## config.mk

```make
export PLATFORM = sky130hd
export DESIGN_NAME = psf_firewall
export DESIGN_NICKNAME = d
export VERILOG_FILES = /design/src/hw/psf_check.v /design/src/hw/psf_firewall.v /design/src/hw/psf_sync.v
export VERILOG_INCLUDE_DIRS = /design/src /design/src/hw
export SDC_FILE = /design/constraint.sdc
export NUM_CORES = 1
export LEC_CHECK = 0
export ABC_CLOCK_PERIOD_IN_PS = 4000
export BUFFER_PORTS_ARGS = -buffer_cell sky130_fd_sc_hd__buf_2
export CELL_PAD_IN_SITES_DETAIL_PLACEMENT = 1
export CELL_PAD_IN_SITES_GLOBAL_PLACEMENT = 1
export CORE_MARGIN = 2
export CORE_UTILIZATION = 39
export DETAILED_ROUTE_END_ITERATION = 10
export GPL_ROUTABILITY_DRIVEN = 0
export MAX_ROUTING_LAYER = met4
export PLACE_DENSITY_LB_ADDON = 0.1
export SLEW_MARGIN = 20
export SYNTH_ARGS = -nofsm -noshare
export SYNTH_HDL_FRONTEND = slang
export SYNTH_HIERARCHICAL = 1
export SYNTH_SLANG_ARGS = --single-unit
export TNS_END_PERCENT = 50
```

## constraint.sdc

```tcl
create_clock -name sys_clk -period 4 [get_ports sys_clk]
set_input_delay 0.8 -clock sys_clk [delete_from_list [all_inputs] [get_ports sys_clk]]
set_output_delay 0.8 -clock sys_clk [all_outputs]
set_load 0.01 [all_outputs]
```

## src/hw/psf_consts.vh

```
// Constants for the peripheral segment firewall with shifted initiator tags
// Functional notes
// - Segment firewall receives initiator tag shifted left one bit versus other segments
// - Permission lookup indexes the membership vector with the doubled tag
// - Violations log the offending initiator using the doubled tag value
// - Reset membership mask has its upper sixteen bits zero
// - Out of reset initiators with tag eight or more are denied
// - Standard tag n, 0 to C, maps to firewall tag and bit 2n
`ifndef PSF_CONSTS_VH
`define PSF_CONSTS_VH
`define PSF_ADDR_MASK      8'h00
`define PSF_ADDR_STATUS    8'h04
`define PSF_ADDR_LOG       8'h08
`define PSF_ADDR_COUNT     8'h0c
`define PSF_ADDR_LOGADDR   8'h10
`define PSF_MASK_RESET     32'h0000ffff
`define PSF_TAG_W          4
`define PSF_FWTAG_W        5
`define PSF_STAT_VALID     0
`define PSF_STAT_OVERRUN   1
`endif

```

## src/hw/psf_check.v

```verilog
// Combinational permission check indexed by the doubled initiator tag
`timescale 1ns/10ps
`include "psf_consts.vh"
module psf_check (
  // Tag in
  input  wire [`PSF_TAG_W-1:0]   initiatorTag,
  // Membership
  input  wire [31:0]             memberMask,
  // Result
  output wire [`PSF_FWTAG_W-1:0] fwTag,
  output wire                    grant
);
  assign fwTag = {initiatorTag, 1'b0};
  assign grant = memberMask[fwTag];
endmodule

```

## src/hw/psf_firewall.v

```verilog
// Peripheral segment firewall: APB registers, access check and error log
//
// Chosen here: the APB interface to the registers and the register addresses.
`timescale 1ns/10ps
`include "psf_consts.vh"
module psf_firewall (
  // Clock and reset
  input  wire                  sys_clk,
  input  wire                  rst_b,
  // APB slave
  input  wire                  psel,
  input  wire                  penable,
  input  wire                  pwrite,
  input  wire [7:0]            paddr,
  input  wire [31:0]           pwdata,
  output reg  [31:0]           prdata,
  output reg                   pready,
  output reg                   pslverr,
  // Initiator access request
  input  wire                  accValid,
  input  wire [`PSF_TAG_W-1:0] initiatorTag,
  input  wire                  accWrite,
  input  wire [31:0]           accAddr,
  // Access answer
  output reg                   accDone_r,
  output reg                   accGrant_r,
  output reg                   accError_r
);
  wire        rstSync;
  reg  [31:0] groupMemberMask_r;
  reg         logValid_r;
  reg         logOverrun_r;
  reg  [`PSF_FWTAG_W-1:0] logTag_r;
  reg         logWrite_r;
  reg  [31:0] logAddr_r;
  reg  [15:0] violCount_r;
  reg  [31:0] rdNxt;
  reg         errNxt;
  wire [`PSF_FWTAG_W-1:0] fwTag;
  wire        grant;
  wire        apbAcc;
  wire        apbWr;
  wire        apbRd;
  wire        viol;
  wire        clrLog;

  // Reset release through two flops
  psf_sync uRstSync (
    .clk  (sys_clk),
    .rstB (rst_b),
    .d    (1'b1),
    .q    (rstSync)
  );

  psf_check uCheck (
    .initiatorTag (initiatorTag),
    .memberMask   (groupMemberMask_r),
    .fwTag        (fwTag),
    .grant        (grant)
  );

  assign apbAcc = psel && penable && !pready;
  assign apbWr  = apbAcc && pwrite;
  assign apbRd  = apbAcc && !pwrite;
  assign viol   = accValid && !grant;
  assign clrLog = apbWr && (paddr == `PSF_ADDR_STATUS) && pwdata[`PSF_STAT_VALID];

  // Read mux and unmapped decode
  always @* begin
    rdNxt  = 32'h0000_0000;
    errNxt = 1'b0;
    case (paddr)
      `PSF_ADDR_MASK:   rdNxt = groupMemberMask_r;
      `PSF_ADDR_STATUS: rdNxt = {30'h0000_0000, logOverrun_r, logValid_r};
      `PSF_ADDR_LOG:    rdNxt = {23'h00_0000, logWrite_r, 3'h0, logTag_r};
      `PSF_ADDR_COUNT:  rdNxt = {16'h0000, violCount_r};
      `PSF_ADDR_LOGADDR: rdNxt = logAddr_r;
      default:          errNxt = 1'b1;
    endcase
  end

  // APB answer: one wait state
  always @(posedge sys_clk or negedge rstSync) begin
    if (!rstSync) begin
      prdata  <= 32'h0000_0000;
      pready  <= 1'b0;
      pslverr <= 1'b0;
    end else begin
      pready  <= apbAcc;
      pslverr <= apbAcc && errNxt;
      if (apbRd) begin
        prdata <= rdNxt;
      end
    end
  end

  // Membership mask; only low half admitted out of reset
  always @(posedge sys_clk or negedge rstSync) begin
    if (!rstSync) begin
      groupMemberMask_r <= `PSF_MASK_RESET;
    end else if (apbWr && (paddr == `PSF_ADDR_MASK)) begin
      groupMemberMask_r <= pwdata;
    end
  end

  // Access answer and violation log; a new violation wins over a clear
  always @(posedge sys_clk or negedge rstSync) begin
    if (!rstSync) begin
      accDone_r    <= 1'b0;
      accGrant_r   <= 1'b0;
      accError_r   <= 1'b0;
      logValid_r   <= 1'b0;
      logOverrun_r <= 1'b0;
      logTag_r     <= {`PSF_FWTAG_W{1'b0}};
      logWrite_r   <= 1'b0;
      logAddr_r    <= 32'h0000_0000;
      violCount_r  <= 16'h0000;
    end else begin
      accDone_r  <= accValid;
      accGrant_r <= accValid && grant;
      accError_r <= viol;
      if (viol) begin
        if (violCount_r != 16'hffff) begin
          violCount_r <= violCount_r + 16'h0001;
        end
        if (!logValid_r || clrLog) begin
          logValid_r <= 1'b1;
          logTag_r   <= fwTag;
          logWrite_r <= accWrite;
          logAddr_r  <= accAddr;
        end else begin
          logOverrun_r <= 1'b1;
        end
        if (clrLog) begin
          logOverrun_r <= 1'b0;
        end
      end else if (clrLog) begin
        logValid_r   <= 1'b0;
        logOverrun_r <= 1'b0;
      end
    end
  end
endmodule

```

## src/hw/psf_sync.v

```verilog
// Two-flop synchroniser for one level
`timescale 1ns/10ps
module psf_sync (
  // Clock and reset
  input  wire clk,
  input  wire rstB,
  // Data
  input  wire d,
  output reg  q
);
  reg stage1;
  always @(posedge clk or negedge rstB) begin
    if (!rstB) begin
      stage1 <= 1'b0;
      q      <= 1'b0;
    end else begin
      stage1 <= d;
      q      <= stage1;
    end
  end
endmodule

```

==> metrics.md, run 1 <==
| Metric | Value |
|---|---|
| Max Freq | 345.3 MHz |
| Vias in the first global route | 4292 |
| Final net count | 636 |
| FF-to-FF setup slack | 1.27 ns |
| Largest net degree at the start of global routing | 75 |
| Area contributors post-synth | dfrtp_1 49%, mux2_2 9.2%, dfstp_2 7.5%, mux2_1 6.0%, mux2i_1 3.0% |
| Pins Over Slew Limit | 0 |
| Setup repair after global routing missed its margin | false |
| CTS Buf Count | 17 |
| CP peak stage delay | roughly 0.71 ns |
| CP startpoint kind | primary input |
| Final ANT Viol Nets | 0 |
| Crit Path Category | primary input to register |
| Logic pwr share | 7.2% |
| Cells after Synth | 436 |
| Post-synth top area share | 49.28% |
| Sw Share | 22.14% |
| WL final | ~15000 um |
| Slew HR | a little under two fifths |
| Residual DRC | 0 |
| Static leakage | 3.332 nW |
| Global Route Usage Sum | approximately a fifth |
| Initial Util | 40.30% |
| Count of cell types in the netlist | 50 |
| Final instance area | approximately 7000 um^2 |
| Num ports | 120 |
| Part of the cycle the worst path needs | 72.41% |
| Area leader, netlist | dfrtp_1 |
| Average size of a mapped cell | 12.93 um^2 |
| Syn. warnings | 6 |
| Hold Crit Class | primary input to async pin |
| Crit. End Element | register |
| Syn nets | 520 |
| Fillers | 1509 |
| Max Cap Viol | 0 |
| IO Port Bufs | about 120 |
| Hold_buf cts | 0 |
| Power density over cell area | approximately 490 nW/um^2 |
| Placed insts | 713 |
| Worst Path Arrival | 3.24 ns |
| Via count | 3924 |
| Area delta synth->final | 24.86% |
| Internal | 0.002711 W |
| Clock Tree Root | clkbuf_16 |
| Power Total | 0.003482 W |
| Die height | 124.2 um |
| Maximum vdd drop | between 0.0003 and 0.0004 V |
| Worst-path maximum fanout | 9 |
| Non-filler cells, final | roughly 750 |
| Clock Sinks | ~130 |
| Synth Register Bits | around 130 |
| Row count | 43 |
| Placed Area | 6365 um^2 |
| CTS tree | built |
| Die X | 124.2 um |
| Sequential cell area fraction in the yosys report | 56.74% |
| Most used cell, CP | mux2i_1 |
| Grt ovf | 0 |
| Fin. Hold Viols | 0 |
| Vias/cell | 5.260 |
| Sequential power share | 42.6% |
| Setup Buffers After CTS | 0 |
| CP delay by family, top | simple AND/OR/NAND/NOR gates |
| Crit path buf inv count | 1 |
| Clk slew on worst S/H paths | 0.05 ns |
| Initial antenna violation count | 1 |
| Routed len/inst | 19.67 um |
| Worst slew pin tran | 0.9460 ns |
| Initial DRC Count | 194 |
| Sum of negative setup slack | 0 ns |
| Crit path required time | 4.34 ns |
| First-pass GRT wire length | 23980 um |
| Core box area | 13990 um^2 |
| Clock skew | ~0.008 ns |
| Critical path cell sequence | buf_2 -> mux4_1 -> mux2i_1 -> mux2i_1 -> nand2b_1 -> or4_1 -> nor4_2 -> xor2_1 |
| Clock power frac | 50.2% |
| Post-CTS Resized | 0 |
| Die Area | 15430 um^2 |
| Mapped Area | 5637 um^2 |
| Sw power | 0.0007708 W |
| Drt pass-1 iters | 4 |
| Clock period minus worst slack | 2.896 ns |
| Skew-Pair Late Insertion Delay | ~0.42 ns |
| Layout cells sized above 1 | between 40% and 50% |
| CTS max path bufs | 2 |
| Htree depth | 4 |
| Slowest CP cell | or4_1 |
| Outcome | finished clean |
| Final HPWL DP | around 10000 um |
| Endpoints failing setup | 0 |
Yosys cell counts, drive strengths merged:
library cell and instances:
a21oi 8, a22oi 18, a2bb2oi 10, a311oi 1, a31oi 2, and2 2, and3 1, and3b 1
and4 1, and4b 2, buf 21, clkbuf 10, conb 2, dfrtp 111, dfstp 16, ha 1
inv 5, mux2 76, mux2i 17, mux4 6, nand2 36, nand2b 3, nand3 7, nand3b 1
nand4 9, nor2 10, nor3 2, nor3b 2, nor4 4, nor4b 1, o21a 1, o21ai 34
o21bai 1, o31a 1, or2 1, or3 1, or4 1, xnor2 5, xor2 5
final cells by class:
class / count / area [um^2] / area share (%)
Antenna cell: 1 / 2.502 / 0.03556
Clock buffer: 21 / 460.4 / 6.542
Clock inverter: 11 / 210.2 / 2.987
Inverter: 5 / 18.77 / 0.2667
Multi-Input combinational cell: 273 / 2256 / 32.05
Sequential cell: 127 / 3202 / 45.49
Tap cell: 180 / 225.2 / 3.200
Timing Repair Buffer: 128 / 663.1 / 9.422
through the flow:
step	util (%)	hold slack, ns	setup slack [ns]
after floorplan	-	0.3312	0.2277
after global placement	45.50	0.3387	0.7455
after detailed placement	45.50	0.3426	0.6765
after CTS	50.30	0.1385	1.097
after global routing	50.31	0.1393	0.9018
final	50.31	0.1555	1.104
kinds of logic (layout without fill, tap and decap cells):
family,Yosys count,count (layout),share of synthesized area (%)
flops,127,127,56.74
mux,99,99,20.87
simple gates,85,85,8.480
compound gates,76,76,8.502
buf+inv,36,165,3.507
xor+xnor,10,10,1.554
other cells,2,3,0.1332
fa+ha+maj,1,1,0.2219
path summary, 6_finish.rpt:
check | from | endpoint | depth (start not counted)
max reg2reg | groupMemberMask_r[18]$_DFFE_PN0P_ | violCount_r[15]$_DFFE_PN0P_ | 7
min reg2reg | uRstSync/stage1$_DFF_PN0_ | uRstSync/q$_DFF_PN0_ | 0
min | rst_b | uRstSync/q$_DFF_PN0_ | 1
max in group asynchronous | uRstSync/q$_DFF_PN0_ | groupMemberMask_r[1]$_DFFE_PN1P_ | 1
min in group sys_clk | uRstSync/stage1$_DFF_PN0_ | uRstSync/q$_DFF_PN0_ | 0
max | initiatorTag[0] | violCount_r[15]$_DFFE_PN0P_ | 8
layout by cell type (no fill, tap or decap), types with 9 or more instances in the layout:
master and instances:
a22oi_1 18, a2bb2oi_1 10, buf_2 119, buf_4 9, clkbuf_16 17, dfrtp_1 110, dfstp_2 16, mux2_1 30
mux2_2 46, mux2i_1 17, nand2_1 36, nor2_1 9, o21ai_0 33
registers in the layout (all words and copies together), names as in the netlist, 5 cells and up:
register	count
groupMemberMask_r	32
violCount_r	16
logTag_r	5
logAddr_r	32
prdata	32
layer usage:
metal / global-route usage [%] / vias up / wire (um)
met5: - / - / 0
met4: 6.279 / 0 / 150
met3: 6.067 / 12 / 742
met2: 30.86 / 92 / 6988
met1: 27.69 / 2008 / 6791
li1: - / 1812 / -
power groups by stage:
stage	logic [W]	clock network [W]	registers (W)
floorplan	0.000157	0	0.00148
global placement	0.000237	0	0.00150
detailed placement	0.000249	0	0.00151
CTS	0.000254	0.00178	0.00149
global route	0.000275	0.00185	0.00150
finish	0.000250	0.00175	0.00148
Note: power is estimated with default switching activity, not from simulation.
==> run 2: changes to the inputs <==
- ABC_CLOCK_PERIOD_IN_PS: 4000 -> 2500
- clock period: 4 -> 2.5 ns (I/O delays scaled with it)
==> run 2 against run 1 <==
Against the previous run: final cell count up 1.9%; sequential power up 59%; design area up 0.25%; critical path depth down 1; sequential share of layout area down 0.11 points; clock skew down 0.0011 ns; power up 43%; setup slack worse by 0.99 ns; die area unchanged; via count up 1.8%; critical endpoint is now violCount_r[13]$_DFFE_PN0P_; largest cell class unchanged; highest routed layer unchanged.
==> metrics.md, run 2 (synthesized netlist as in run 1, its figures left out) <==
| Metric | Value |
|---|---|
| Initial antenna violation count | 2 |
| Commonest non-fill, non-tap cell in the layout | buf_2 |
| First-pass GRT wire length | 24500 um |
| Vias/cell | about 5.3 |
| Via count | roughly 4000 |
| Crit Reg-Reg Startpoint | groupMemberMask_r[30]$_DFFE_PN0P_ |
| Clock skew | 0.006936 ns |
| Hold Crit Class | register to async pin |
| Maximum vdd drop | 0.0006049 V |
| Grt ovf | 0 |
| Outcome | finished clean |
| Htree depth | 4 |
| Layout Utilization | ~50% |
| Clk slew on worst S/H paths | roughly 0.050 ns |
| Die X | 124.2 um |
| Logic pwr share | roughly 8.4% |
| Routed len/inst | approximately 20 um |
| Placed Area | between 6000 and 7000 um^2 |
| Largest net degree at the start of global routing | 47 |
| Sw Share | 23.95% |
| Pins Over Slew Limit | 0 |
| FF-to-FF setup slack | about 0.12 ns |
| Sum of negative setup slack | 0 ns |
| Sw power | 0.001189 W |
| Final instance area | about 7100 um^2 |
| R2R cell count | 7 |
| Crit Path Category | register to register |
| Endpoints failing setup | 0 |
| Num ports | 120 |
| Worst-path maximum fanout | 6 |
| Internal | 0.003775 W |
| Worst Path Arrival | 2.72 ns |
| Slew HR | between 60% and 70% |
| Final HPWL DP | 10520 um |
| Power density over cell area | 703.6 nW/um^2 |
| Static leakage | 3.338 nW |
| Worst setup endpoint | violCount_r[13]$_DFFE_PN0P_ |
| Global Route Usage Sum | about a fifth |
| Area delta synth->final | 25.17% |
| Die Area | 15430 um^2 |
| CP startpoint kind | register |
| Core box area | approximately 14000 um^2 |
| Final ANT Viol Nets | 0 |
| Clock power frac | 44.0% |
| Initial Util | 40.30% |
| Worst slack, placed | -0.3384 ns |
| Clock period minus worst slack | 2.384 ns |
| Drt pass-1 iters | 4 |
| Skew-Pair Late Insertion Delay | between 0.4 and 0.5 ns |
| CTS max path bufs | 2 |
| R2R Path End | violCount_r[13]$_DFFE_PN0P_ |
| Worst hold slack | 0.2557 ns |
| Row count | 43 |
| CP startpoint | groupMemberMask_r[30]$_DFFE_PN0P_ |
| Layout cells sized above 1 | 42.39% |
| Worst slew pin tran | 0.5716 ns |
| Clock Tree Root | clkbuf_16 |
| Worst setup slack after layout | roughly 0.12 ns |
| WL final | 14980 um |
| CTS Buf Count | 17 |
| Final net count | 649 |
| Setup Buffers After CTS | 0 |
| Max Freq | 419.5 MHz |
| Clock Sinks | 127 |
| Vias in the first global route | ~4400 |
| Max Cap Viol | 0 |
| IO Port Bufs | 119 |
| Part of the cycle the worst path needs | 95.34% |
| Fin. Hold Viols | 0 |
| Crit path required time | 2.84 ns |
| Initial DRC Count | about 150 |
| Crit. End Element | register |
| Die height | 124.2 um |
| CTS tree | built |
| Regs by FF count | groupMemberMask_r x32, logAddr_r x32, prdata x32 |
| Most frequent cells in the layout | 119 x buf_2, 110 x dfrtp_1, 46 x mux2_2 |
| Sequential power share | 47.5% |
| Residual DRC | 0 |
run 2: timing repair:
item,4_1_cts,5_1_grt
hold buffers,1,0
resized for setup,1,7
setup endpoints to repair,3,36
endpoints found under the hold margin,2,0
pin swaps,0,3
run 2: worst min path at each step:
stage | endpoint | slack, ns | cells past startpoint
2_1_floorplan | uRstSync/q$_DFF_PN0_ | 0.20 | 0
3_3_place_gp | logAddr_r[15]$_DFFE_PN0P_ | 0.26 | 0
3_5_place_dp | logAddr_r[15]$_DFFE_PN0P_ | 0.27 | 0
4_1_cts | accDone_r$_DFF_PN0_ | 0.24 | 1
5_1_grt | accDone_r$_DFF_PN0_ | 0.26 | 1
6_report | prdata[11]$_DFFE_PN0P_ | 0.26 | 0
run 2: worst max-delay path: stages, from the launching register on:
cell and delay (ns):
dfrtp_1 0.40, mux4_2 0.47, mux2i_1 0.15, mux2i_1 0.12
nand2b_4 0.16, or4_4 0.61, nor4b_4 0.24, xor2_1 0.16
run 2: cell type report:
cell class,count,area (um^2)
diodes,2,5.005
repair buffers,141,800.8
well taps,180,225.2
clock buffers,29,500.5
fillers,1472,6933
clock inverters,3,15.01
multi-input cells,273,2288
flip-flops and latches,127,3202
inverters,5,18.77
run 2: metrics by stage:
step	total power (W)	cells
CTS	0.005022	758
detailed placement	0.002810	725
global placement	0.002784	725
global route	0.005179	760
finish	0.004964	760
floorplan	0.002616	436
run 2: per-layer routing:
metal,vias to the layer above,GRT usage [%],part of all wire [%],wire length [um]
li1,1842,-,-,-
met1,2053,26.57,45,6719
met2,86,32.72,49,7265
met3,13,7.186,5.7,853
met4,0,5.023,0.92,138
met5,-,-,0,0
run 2: power by group through the flow:
| stage | clock (W) | sequential (W) | combinational [W] |
|---|---|---|---|
| floorplan | 0 | 0.00236 | 0.000252 |
| global placement | 0 | 0.00238 | 0.000403 |
| detailed placement | 0 | 0.00239 | 0.000417 |
| CTS | 0.00224 | 0.00236 | 0.000424 |
| global route | 0.00233 | 0.00239 | 0.000467 |
| finish | 0.00219 | 0.00236 | 0.000419 |
